**src/alu_branch_pkg.sv**
```systemverilog
// Constants for the byte ALU and conditional branch decoder.
// Assumes an APB master on pclk and a same-cycle data memory read port.
package alu_branch_pkg;
    // APB register byte addresses
    localparam int APB_AW = 8;
    localparam logic [7:0] ADDR_CTRL = 8'h00;
    localparam logic [7:0] ADDR_WREG = 8'h04;
    localparam logic [7:0] ADDR_STATUS = 8'h08;
    localparam logic [7:0] ADDR_BANK = 8'h0c;
    localparam logic [7:0] ADDR_PC = 8'h10;
    localparam logic [7:0] ADDR_FSR = 8'h14;
    // Control bits
    localparam int CTRL_RUN = 0;
    localparam int CTRL_EXT = 1;
    localparam logic [1:0] CTRL_RESET = 2'h0;
    // Status bit positions
    localparam int ST_C = 0;
    localparam int ST_DC = 1;
    localparam int ST_Z = 2;
    localparam int ST_OV = 3;
    localparam int ST_N = 4;
    // Opcode fields
    localparam logic [5:0] OPC_ADD = 6'h09;
    localparam logic [5:0] OPC_ADDC = 6'h08;
    localparam logic [5:0] OPC_ANDF = 6'h05;
    localparam logic [7:0] OPC_ANDL = 8'h0b;
    localparam logic [3:0] OPC_BCF = 4'h9;
    localparam logic [7:0] OPC_BC = 8'he2;
    localparam logic [7:0] OPC_BNC = 8'he3;
    localparam logic [7:0] OPC_BN = 8'he6;
    localparam logic [7:0] OPC_BNN = 8'he7;
    // Data address map
    localparam int BANK_W = 4;
    localparam logic [7:0] IDX_LIMIT = 8'h5f;
    localparam logic [7:0] ACC_SPLIT = 8'h60;
    localparam logic [3:0] ACC_LOW_BANK = 4'h0;
    localparam logic [3:0] ACC_SFR_BANK = 4'hf;
    // Quarter-cycle phases
    localparam logic [1:0] Q_DECODE = 2'h0;
    localparam logic [1:0] Q_READ = 2'h1;
    localparam logic [1:0] Q_PROC = 2'h2;
    localparam logic [1:0] Q_WRITE = 2'h3;
    // Instruction cycle state
    typedef enum logic [1:0] {
        CYC_EXEC = 2'b01,
        CYC_FLUSH = 2'b10
    } cyc_e;
endpackage

```
**src/byte_alu_branch_decode.sv**
```systemverilog
// Decode and execute of add, AND, bit clear and carry/negative branches.
// Assumes fetch presents the word at fetch_pc and memory reads same-cycle.
//
// The register offsets and register access over APB were decided locally.
`timescale 1ns/1ps
// Contract
// - Decode 001001da as add W to file
// - d=0 writes W, d=1 writes file
// - Decode 001000da as add with carry
// - Adds update N, OV, C, DC, Z
// - a=0 access bank, a=1 uses bank register
// - a=0, extended, f<=95 uses indexed offset
// - Decode 00001011 as AND literal into W
// - Decode 000101da as AND W with file
// - ANDs update only N and Z
// - Decode 11100010 as branch if carry set
// - Decode 11100011 as branch if carry clear
// - Decode 11100110 as branch if negative set
// - Decode 11100111 as branch if negative clear
// - Offset is signed, doubled, added to counter
// - Taken target is address plus 2 plus 2n
// - Branch one cycle, two when taken
// - Decode 1001bbba as clear indexed file bit
// - These ALU ops take one word, one cycle
// - Counter change costs one extra nop cycle
module byte_alu_branch_decode #(
    parameter int PC_W = 21,
    parameter int ADDR_W = 12
) (
    input wire logic pclk, // 200 MHz clock
    input wire logic presetn, // Async reset, active low
    input wire logic [alu_branch_pkg::APB_AW-1:0] paddr, // APB address
    input wire logic psel, // APB select
    input wire logic penable, // APB access phase
    input wire logic pwrite, // APB direction
    input wire logic [31:0] pwdata, // APB write data
    output logic [31:0] prdata, // APB read data
    output logic pready, // APB ready
    output logic pslverr, // Unmapped address
    input wire logic [15:0] instr_word, // Fetched instruction
    input wire logic instr_valid, // Fetched word valid
    output logic instr_take, // Word consumed this pclk
    output logic [PC_W-1:0] fetch_pc, // Program counter
    output logic [ADDR_W-1:0] mem_addr, // Data memory address
    input wire logic [7:0] mem_rdata, // Data memory read data
    output logic [7:0] mem_wdata, // Data memory write data
    output logic mem_we // Data memory write strobe
);
    import alu_branch_pkg::*;

    logic [1:0] q_reg, q_next;
    cyc_e cyc_reg, cyc_next;
    logic [15:0] ir_reg, ir_next;
    logic ir_ok_reg, ir_ok_next;
    logic [7:0] opnd_reg, opnd_next;
    logic [7:0] res_reg, res_next;
    logic [4:0] flg_reg, flg_next;
    logic [ADDR_W-1:0] addr_reg, addr_next;
    logic we_reg, we_next;
    logic [7:0] wdata_reg, wdata_next;
    logic [1:0] ctrl_reg, ctrl_next;
    logic [7:0] w_reg, w_next;
    logic [4:0] status_reg, status_next;
    logic [BANK_W-1:0] bank_reg, bank_next;
    logic [PC_W-1:0] pc_reg, pc_next;
    logic [ADDR_W-1:0] fsr_reg, fsr_next;
    logic [31:0] prdata_reg, prdata_next;
    logic err_reg, err_next;
    logic run, apb_wr, apb_setup;
    logic op_add, op_addc, op_andl, op_andf, op_bcf;
    logic op_bc, op_bnc, op_bn, op_bnn, op_br, br_take;
    logic to_file, to_w, byte_op;
    logic [PC_W-1:0] off2, br_target;
    logic [4:0] lo_sum;
    logic [8:0] sum9;
    logic cin;
    logic [7:0] f_lit;

    assign run = ctrl_reg[CTRL_RUN];

    // Instruction decode from the latched word
    assign op_add = ir_ok_reg && (ir_reg[15:10] == OPC_ADD);
    assign op_addc = ir_ok_reg && (ir_reg[15:10] == OPC_ADDC);
    assign op_andf = ir_ok_reg && (ir_reg[15:10] == OPC_ANDF);
    assign op_andl = ir_ok_reg && (ir_reg[15:8] == OPC_ANDL);
    assign op_bcf = ir_ok_reg && (ir_reg[15:12] == OPC_BCF);
    assign op_bc = ir_ok_reg && (ir_reg[15:8] == OPC_BC);
    assign op_bnc = ir_ok_reg && (ir_reg[15:8] == OPC_BNC);
    assign op_bn = ir_ok_reg && (ir_reg[15:8] == OPC_BN);
    assign op_bnn = ir_ok_reg && (ir_reg[15:8] == OPC_BNN);
    assign op_br = op_bc || op_bnc || op_bn || op_bnn;
    assign br_take = (op_bc && status_reg[ST_C]) || (op_bnc && !status_reg[ST_C])
        || (op_bn && status_reg[ST_N]) || (op_bnn && !status_reg[ST_N]);
    assign byte_op = op_add || op_addc || op_andf;
    // Destination bit: 0 to W, 1 back to file
    assign to_w = (byte_op && !ir_reg[9]) || op_andl;
    assign to_file = (byte_op && ir_reg[9]) || op_bcf;

    // Signed offset doubled, added to the branch's own counter plus 2
    assign off2 = {{(PC_W-9){ir_reg[7]}}, ir_reg[7:0], 1'b0};
    assign br_target = pc_reg + PC_W'(2) + off2;

    // Adder with optional carry in; nibble sum gives digit carry
    assign cin = op_addc ? status_reg[ST_C] : 1'b0;
    assign lo_sum = {1'b0, w_reg[3:0]} + {1'b0, opnd_reg[3:0]} + {4'h0, cin};
    assign sum9 = {1'b0, w_reg} + {1'b0, opnd_reg} + {8'h00, cin};
    assign f_lit = instr_word[7:0];

    // Handshake to fetch: one word per instruction cycle, none in flush
    assign instr_take = run && (q_reg == Q_DECODE) && (cyc_reg == CYC_EXEC);
    assign fetch_pc = pc_reg;
    assign mem_addr = addr_reg;
    assign mem_we = we_reg;
    assign mem_wdata = wdata_reg;
    assign prdata = prdata_reg;
    assign pslverr = err_reg;
    assign pready = 1'b1;

    // Execute pipeline: decode, read, process, write per quarter
    always_comb begin
        q_next = q_reg;
        cyc_next = cyc_reg;
        ir_next = ir_reg;
        ir_ok_next = ir_ok_reg;
        opnd_next = opnd_reg;
        res_next = res_reg;
        flg_next = flg_reg;
        addr_next = addr_reg;
        we_next = 1'b0;
        wdata_next = wdata_reg;
        if (run) begin
            q_next = q_reg + 2'h1;
            case (q_reg)
                Q_DECODE: begin
                    ir_next = instr_word;
                    ir_ok_next = instr_valid && (cyc_reg == CYC_EXEC);
                    if (instr_word[8]) begin
                        addr_next = {bank_reg, f_lit};
                    end else if (ctrl_reg[CTRL_EXT] && (f_lit <= IDX_LIMIT)) begin
                        addr_next = fsr_reg + {4'h0, f_lit};
                    end else if (f_lit < ACC_SPLIT) begin
                        addr_next = {ACC_LOW_BANK, f_lit};
                    end else begin
                        addr_next = {ACC_SFR_BANK, f_lit};
                    end
                end
                Q_READ: begin
                    opnd_next = mem_rdata;
                end
                Q_PROC: begin
                    flg_next = status_reg;
                    if (op_add || op_addc) begin
                        res_next = sum9[7:0];
                        flg_next[ST_C] = sum9[8];
                        flg_next[ST_DC] = lo_sum[4];
                        flg_next[ST_OV] = (w_reg[7] == opnd_reg[7])
                            && (sum9[7] != w_reg[7]);
                    end else if (op_andl) begin
                        res_next = w_reg & ir_reg[7:0];
                    end else if (op_andf) begin
                        res_next = w_reg & opnd_reg;
                    end else begin
                        // Only the indexed bit drops; others pass through
                        res_next = opnd_reg & ~(8'h01 << ir_reg[11:9]);
                    end
                    flg_next[ST_Z] = (res_next == 8'h00);
                    flg_next[ST_N] = res_next[7];
                    we_next = to_file;
                    wdata_next = res_next;
                end
                Q_WRITE: begin
                    // Flush cycle is a nop while the target is fetched
                    cyc_next = br_take ? CYC_FLUSH : CYC_EXEC;
                end
                default: begin
                    q_next = Q_DECODE;
                end
            endcase
        end
    end

    always_ff @(posedge pclk or negedge presetn) begin
        if (!presetn) begin
            q_reg <= Q_DECODE;
            cyc_reg <= CYC_EXEC;
            ir_reg <= 16'h0000;
            ir_ok_reg <= 1'b0;
            opnd_reg <= 8'h00;
            res_reg <= 8'h00;
            flg_reg <= 5'h00;
            addr_reg <= '0;
            we_reg <= 1'b0;
            wdata_reg <= 8'h00;
        end else begin
            q_reg <= q_next;
            cyc_reg <= cyc_next;
            ir_reg <= ir_next;
            ir_ok_reg <= ir_ok_next;
            opnd_reg <= opnd_next;
            res_reg <= res_next;
            flg_reg <= flg_next;
            addr_reg <= addr_next;
            we_reg <= we_next;
            wdata_reg <= wdata_next;
        end
    end

    // Architectural state; core write in the last quarter beats APB
    assign apb_wr = psel && penable && pwrite;
    assign apb_setup = psel && !penable;
    always_comb begin
        ctrl_next = ctrl_reg;
        w_next = w_reg;
        status_next = status_reg;
        bank_next = bank_reg;
        pc_next = pc_reg;
        fsr_next = fsr_reg;
        if (apb_wr) begin
            case (paddr)
                ADDR_CTRL: ctrl_next = pwdata[1:0];
                ADDR_WREG: w_next = pwdata[7:0];
                ADDR_STATUS: status_next = pwdata[4:0];
                ADDR_BANK: bank_next = pwdata[BANK_W-1:0];
                ADDR_PC: pc_next = pwdata[PC_W-1:0];
                ADDR_FSR: fsr_next = pwdata[ADDR_W-1:0];
                default: ;
            endcase
        end
        if (run && (q_reg == Q_WRITE) && ir_ok_reg) begin
            // Every instruction here is a single word; a taken branch adds a flush cycle
            pc_next = br_take ? br_target : pc_reg + PC_W'(2);
            if (to_w) begin
                w_next = res_reg;
            end
            if (op_add || op_addc) begin
                status_next = flg_reg;
            end else if (op_andl || op_andf) begin
                status_next[ST_Z] = flg_reg[ST_Z];
                status_next[ST_N] = flg_reg[ST_N];
            end else begin
                status_next = status_reg;
            end
        end
    end

    always_ff @(posedge pclk or negedge presetn) begin
        if (!presetn) begin
            ctrl_reg <= CTRL_RESET;
            w_reg <= 8'h00;
            status_reg <= 5'h00;
            bank_reg <= '0;
            pc_reg <= '0;
            fsr_reg <= '0;
        end else begin
            ctrl_reg <= ctrl_next;
            w_reg <= w_next;
            status_reg <= status_next;
            bank_reg <= bank_next;
            pc_reg <= pc_next;
            fsr_reg <= fsr_next;
        end
    end

    // APB read data captured in setup so the access phase is zero-wait
    always_comb begin
        prdata_next = prdata_reg;
        err_next = err_reg;
        if (apb_setup) begin
            prdata_next = 32'h00000000;
            err_next = 1'b0;
            case (paddr)
                ADDR_CTRL: prdata_next[1:0] = ctrl_reg;
                ADDR_WREG: prdata_next[7:0] = w_reg;
                ADDR_STATUS: prdata_next[4:0] = status_reg;
                ADDR_BANK: prdata_next[BANK_W-1:0] = bank_reg;
                ADDR_PC: prdata_next[PC_W-1:0] = pc_reg;
                ADDR_FSR: prdata_next[ADDR_W-1:0] = fsr_reg;
                default: err_next = 1'b1;
            endcase
        end
    end

    always_ff @(posedge pclk or negedge presetn) begin
        if (!presetn) begin
            prdata_reg <= 32'h00000000;
            err_reg <= 1'b0;
        end else begin
            prdata_reg <= prdata_next;
            err_reg <= err_next;
        end
    end

    logic last_q;
    assign last_q = run && (q_reg == Q_WRITE) && ir_ok_reg && !apb_wr;
endmodule // byte_alu_branch_decode

```
**config.mk**
```make
export PLATFORM = sky130hd
export DESIGN_NAME = byte_alu_branch_decode
export DESIGN_NICKNAME = d
export VERILOG_FILES = /design/src/alu_branch_pkg.sv /design/src/byte_alu_branch_decode.sv
export SDC_FILE = /design/constraint.sdc
export NUM_CORES = 1
export LEC_CHECK = 0
export BUFFER_PORTS_ARGS = -buffer_cell sky130_fd_sc_hd__buf_2
export CORE_MARGIN = 3
export CORE_UTILIZATION = 40
export CTS_BUF_LIST = sky130_fd_sc_hd__clkbuf_16
export DETAILED_ROUTE_END_ITERATION = 16
export MAX_ROUTING_LAYER = met4
export SLEW_MARGIN = 10
export SYNTH_ARGS = -nofsm -noshare
export SYNTH_HDL_FRONTEND = slang
export SYNTH_SLANG_ARGS = --single-unit
```
**constraint.sdc**
```tcl
create_clock -name pclk -period 8.65 [get_ports pclk]
set_input_delay 1.73 -clock pclk [delete_from_list [all_inputs] [get_ports pclk]]
set_output_delay 1.73 -clock pclk [all_outputs]
set_load 0.05 [all_outputs]
```
==> results of run 1 <==
==> power breakdown <==
part / total, mW / leakage (nW) / internal [mW] / switching (mW)
Combinational: 0.478 / 2.76 / 0.181 / 0.297
Clock: 0.764 / 0.299 / 0.481 / 0.283
Sequential: 0.719 / 1.56 / 0.644 / 0.0752
==> worst max-delay path, cell delays in order (launching register included) <==
cell	delay (ns)
dfrtp_1	0.48
nor4bb_1	0.57
nand2_1	0.45
nor3b_1	0.34
fa_1	0.23
inv_1	0.05
fa_1	0.40
nand2b_1	0.19
a21oi_1	0.38
a31oi_1	0.19
xnor2_1	0.21
a32oi_1	0.13
nor4_1	0.36
a32o_1	0.21
==> cell usage after synthesis, types with 3 or more instances <==
cell type	instances
nor2b_1	7
a22o_1	7
o21bai_1	3
nand2b_1	5
a31oi_1	8
inv_1	23
o22ai_1	10
a21o_1	10
xor2_1	19
a22oi_1	11
o21ai_0	57
dfrtp_1	127
buf_1	4
o211ai_1	7
nor3b_1	3
o21a_1	5
o31ai_1	7
clkbuf_1	29
fa_1	4
o2111ai_1	3
nor2_1	61
ha_1	43
nand2_1	137
a211oi_1	17
xnor2_1	27
a21boi_0	3
or3_1	6
and2_1	6
nand3_1	26
a21oi_1	65
buf_4	14
and2b_1	4
nor4_1	4
and3_1	7
nand4_1	10
mux2i_1	36
mux2_2	39
nor3_1	19
==> worst paths after layout <==
path,from,end,depth (start not counted)
max in group asynchronous,presetn,fetch_pc[2],2
min in group asynchronous,presetn,prdata[20],1
worst min-delay path,prdata[12],prdata[12],2
worst max-delay path,ir_reg[11],flg_reg[2],13
worst min register to register,prdata[12],prdata[12],2
worst max register to register,ir_reg[11],flg_reg[2],13
==> per-layer routing <==
layer	vias to the layer above	track usage, %	wire (um)
li1	3546	-	-
met1	3467	31.6	11600
met5	-	-	0
met3	26	4.37	1530
met2	206	33.4	11000
met4	0	5.35	324
==> layout make-up <==
class / count / share of cell area [%]
flip-flops and latches: 128 / 32.7
inverters: 23 / 0.882
multi-input cells: 733 / 49.8
repair buffers: 130 / 6.85
clock buffers: 17 / 4.34
clock inverters: 14 / 1.93
well taps: 270 / 3.45
==> cells by family after synthesis <==
| kind of cell | synth area share (%) |
|---|---|
| adders and majority gates | 7.37 |
| xor gates and xnor gates | 4.81 |
| and+or+nand+nor | 17.5 |
| muxes | 9.54 |
| AOI/OAI and AO/OA | 18.4 |
| DFF | 38.2 |
| buffers and inverters | 4.15 |
| other | 0.0896 |
==> metrics.csv, run 1 <==
stage,metric,value,unit
timing,relSlewSlack,21.1,%
timing,setup_tns,0,ns
clock_tree,worstSkewPairLatency,0.42,ns
critical_path,ff2ff_setup_slack,4.36,ns
critical_path,end_kind,flip-flop,
die,initial_core_util,41.0,%
synthesis,synth_async_sr_flop_share,100,%
synthesis,netlist_instances,925,
timing,drv_slew,0,
placed_design,post-place-ws,4.16,ns
synthesis,syn_avg_cell_area,9.06,um^2
clock_tree,hold_buffers,0,
clock_tree,cts_tree,done,
synthesis,synth_seq_cells,128,
final_layout,nets,1150,
die,num_rows,52,
clock_tree,cts.clk_slew.worst_paths,0.06,ns
final_layout,utilization,47.9,%
timing,tightest_slew,1.18,ns
timing,fin_crit,4.29,ns
final_layout,drive_above_1_share,20.2,%
drt,drt_iter0_markers,563,
synthesis,yosysWarnings,0,
final_layout,area_delta_synth_final,16.8,%
final_layout,fill_cells,2041,
die,die_w,151,um
drt,vias,7245,
die,ios,147,
critical_path,start_kind,flip-flop,
synthesis,syn_area,8380,um^2
final_layout,instances_no_fill,1315,
global_routing,grt_max_degree,66,
final_layout,most-common-layout-cells,"nand2_1 (137), dfrtp_1 (127), buf_2 (122), a21oi_1 (65), nor2_1 (61)",
synthesis,yosys.area.top_type,dfrtp_1,
drt,postRouteAntennaNets,0,
drt,finalWirelength,24400,um
power,vdd_drop_max,0.000127,V
final_layout,mostFrequentLayoutCell,nand2_1,
power,total_power,1.96,mW
clock_tree,htree_levels,4,
clock_tree,cts_setup_buffers,0,
timing,hold_viol_final,0,
timing,skew,0.0116,ns
critical_path,required,9.00,ns
timing,setup_viol,0,
status,outcome,"complete, no violations",
timing,max_freq,233,MHz
global_routing,antenna_found_initial,0,
power,power_density,200,nW/um^2
die,die_h,151,um
placed_design,dp.cells,1284,
clock_tree,cts_root_buf,clkbuf_16,
critical_path,path_class,flip-flop to flip-flop,
placed_design,dp_hpwl,18200,um
drt,viasPerCell,5.51,
synthesis,synth_cell_types,76,
synthesis,synthTopCellsByArea,"dfrtp_1 (38%), ha_1 (6.4%), nand2_1 (6.1%)",
drt,wire_per_inst,18.6,um
critical_path,cp.arrival,4.64,ns
placed_design,postPlaceCellArea,9180,um^2
timing,hold_slack,0.461,ns
drt,firstDrtPassIters,5,
clock_tree,cts.path.max_buffers,2,
final_layout,finalInstanceArea,9790,um^2
final_layout,multi_input_area,4880,um^2
min_path,worst_hold_path_type,flip-flop to flip-flop,
synthesis,ys.flop_type,dfrtp_1,
timing,finalCritPeriodShare,49.5,%
placed_design,numPortBuffers,123,
clock_tree,cts.sinks,128,
synthesis,yosysSeqAreaShare,38.2,%
flow_run,drv_cap,0,
timing,setup_ws,4.36,ns
global_routing,grt_pass1_vias,6741,
power,cellLeakagePower,4.62,nW
clock_tree,cts_resized,0,
final_layout,seq_area,3200,um^2
critical_path,cp_max_fo,14,
die,coreArea,20400,um^2
synthesis,synth-edff-count,0,
die,dieArea,22700,um^2
clock_tree,numCtsBuffers,17,
synthesis,synth_top_cell_area_share,37.9,%
timing,rsz0062_at_grt,no,
drt,drc,0,
placed_design,gp_congestion,0.916,
global_routing,grt.overflow.total,0,
global_routing,grt_pass1_wl,38300,um
global_routing,grt_usage,22.4,%
final_layout,diodes,0,
Note: power is estimated with default switching activity, not from simulation.
==> inputs of run 2 (changes only) <==
==> constraint.sdc (replaced) <==
create_clock -name pclk -period 3.8 [get_ports pclk]
set_input_delay 0.76 -clock pclk [delete_from_list [all_inputs] [get_ports pclk]]
set_output_delay 0.76 -clock pclk [all_outputs]
set_load 0.05 [all_outputs]
==> run 2 against run 1 <==
Worst hold slack worse by 0.10 ns. Combinational power is 130% higher. Largest power group is now sequential cells. Via count is 1.5% higher. Final area is 0.74% higher. Final cell count is 0.91% higher. Sequential share of layout area is 0.24 points lower. Clock skew is 0.0027 ns lower. Register-to-register slack worse by 4.0 ns.
==> metrics.csv, run 2 (same netlist as run 1, synthesis figures left out) <==
stage,metric,value,unit,change
clock_tree,cts_tree,done,,
clock_tree,worstSkewPairLatency,0.43,ns,about the same
power,power_density,440,nW/um^2,+120%
critical_path,regToRegEndpoint,flg_reg[2],,
placed_design,post-place-ws,0.370,ns,-3.79 ns
global_routing,grt.busiest_layer,met2,,
final_layout,fill_cells,1998,,-2.1%
timing,setup_tns,0,ns,unchanged
clock_tree,numCtsBuffers,17,,unchanged
status,outcome,"complete, no violations",,
critical_path,path_class,flip-flop to flip-flop,,
global_routing,grt_pass1_wl,39100,um,+2.1%
placed_design,dp_hpwl,18800,um,+3.2%
final_layout,area_delta_synth_final,17.7,%,
timing,skew,0.00887,ns,-0.00273 ns
critical_path,start_kind,flip-flop,,
timing,finalCritPeriodShare,91.5,%,+42 points
drt,wire_per_inst,18.7,um,+0.75%
timing,fin_crit,3.48,ns,-0.810 ns
critical_path,startpoint,ir_reg[11],,
critical_path,ff2ff_setup_slack,0.32,ns,-4.04 ns
timing,rsz0062_at_grt,no,,
clock_tree,cts_resized,0,,unchanged
timing,tightest_slew,1.19,ns,+0.00913 ns
die,initial_core_util,41.0,%,unchanged
critical_path,end_kind,flip-flop,,
flow_run,drv_cap,0,,unchanged
critical_path,cp-endpoint,flg_reg[2],,
die,ios,147,,unchanged
clock_tree,cts.clk_slew.worst_paths,0.06,ns,about the same
placed_design,gp_congestion,0.921,,+0.56%
global_routing,grt_max_degree,51,,-23%
drt,firstDrtPassIters,7,,+2
global_routing,gr-usage-met3,3.68,%,-0.69 points
die,coreArea,20400,um^2,unchanged
clock_tree,cts_setup_buffers,0,,unchanged
final_layout,nets,1162,,+1.0%
die,die_w,151,um,unchanged
drt,vias,7356,,+1.5%
final_layout,drive_above_1_share,21.2,%,+1.0 points
final_layout,most-common-layout-cells,"nand2_1 (137), dfrtp_1 (127), buf_2 (122), a21oi_1 (65), nor2_1 (61)",,
global_routing,grt.overflow.total,0,,unchanged
drt,drt_iter0_markers,549,,-2.5%
placed_design,postPlaceCellArea,9290,um^2,+1.3%
global_routing,antenna_found_initial,0,,unchanged
clock_tree,hold_buffers,0,,unchanged
final_layout,diodes,0,,unchanged
timing,setup_ws,0.325,ns,-4.04 ns
timing,drv_slew,0,,unchanged
timing,max_freq,288,MHz,+23%
die,dieArea,22700,um^2,unchanged
critical_path,cp.arrival,3.84,ns,-0.80 ns
global_routing,grt_pass1_vias,7051,,+4.6%
drt,finalWirelength,24800,um,+1.7%
drt,viasPerCell,5.54,,+0.61%
placed_design,numPortBuffers,123,,unchanged
timing,setup_viol,0,,unchanged
final_layout,finalInstanceArea,9870,um^2,+0.74%
die,num_rows,52,,unchanged
drt,drc,0,,unchanged
final_layout,mostFrequentLayoutCell,nand2_1,,
drt,postRouteAntennaNets,0,,unchanged
timing,relSlewSlack,20.2,%,-0.85 points
die,die_h,151,um,unchanged
timing,hold_viol_final,0,,unchanged
global_routing,grt_use_met2,34.3,%,+0.87 points
clock_tree,cts.sinks,128,,unchanged
global_routing,use_met1,31.8,%,+0.18 points
power,vdd_drop_max,0.000329,V,+160%
placed_design,dp.cells,1296,,+0.93%
global_routing,grt_usage,22.9,%,+0.53 points
critical_path,cp_max_fo,8,,-6
critical_path,required,4.16,ns,-4.84 ns
critical_path,rr_startpoint,ir_reg[11],,
power,cellLeakagePower,4.65,nW,+0.77%
clock_tree,cts_root_buf,clkbuf_16,,
final_layout,instances_no_fill,1327,,+0.91%
min_path,worst_hold_path_type,primary input to async pin,,
critical_path,r2r_cells,13,,unchanged
power,total_power,4.34,mW,+120%
clock_tree,cts.path.max_buffers,2,,unchanged
clock_tree,htree_levels,4,,unchanged
==> run 2: cell types whose count changed in the layout (fill, tap and decap cells not counted), moves of 2 or more <==
| cell | delta |
|---|---|
| buf_4 | +10 |
| buf_12 | +2 |
| bufinv_16 | -2 |
| inv_6 | -2 |
| clkinvlp_4 | +3 |
==> run 2: worst min path at each step <==
stage                       endpoint  slack (ns)  cells past startpoint  startpoint
final                     prdata[16]        0.36                      1     presetn
after global routing      prdata[16]        0.42                      1     presetn
after CTS                 prdata[16]        0.38                      1     presetn
after detailed placement  prdata[15]        0.45                      2  prdata[15]
after global placement    prdata[15]        0.45                      2  prdata[15]
after floorplan           cyc_reg[1]        0.45                      2  cyc_reg[1]
==> run 2: routing by layer <==
layer | up-vias | wire [um]
met4 | 0 | 566
met5 | - | 0
met2 | 232 | 11100
met1 | 3509 | 11800
li1 | 3575 | -
met3 | 40 | 1400
==> run 2: per-stage QoR <==
stage / hold slack, ns / util, %
after floorplan: 0.446 / -
after global placement: 0.447 / 45.5
after detailed placement: 0.454 / 45.5
after CTS: 0.382 / 48.3
after global routing: 0.415 / 48.3
final: 0.360 / 48.3
==> run 2: final cells by class <==
cell class,count,area (um^2),area share (%)
clock inverters,14,144,1.46
inverters,23,86.3,0.875
repair buffers,142,786,7.96
clock buffers,17,425,4.31
well taps,270,338,3.42
flip-flops and latches,128,3200,32.5
multi-input cells,733,4880,49.5
==> run 2: report_power, final <==
group / internal (mW) / total [mW] / switching, mW
clock network: 0.958 / 1.61 / 0.653
registers: 1.46 / 1.64 / 0.172
logic: 0.415 / 1.09 / 0.676
==> run 2: critical path: stages (launching register included) <==
cell      delay [ns]
dfrtp_1         0.50
nor4bb_2        0.39
nand2_1         0.12
nor3b_1         0.29
fa_1            0.25
inv_1           0.06
fa_1            0.40
nand2b_1        0.18
a21oi_1         0.23
a31oi_1         0.17
xnor2_1         0.21
a32oi_1         0.13
nor4_1          0.30
a32o_1          0.20
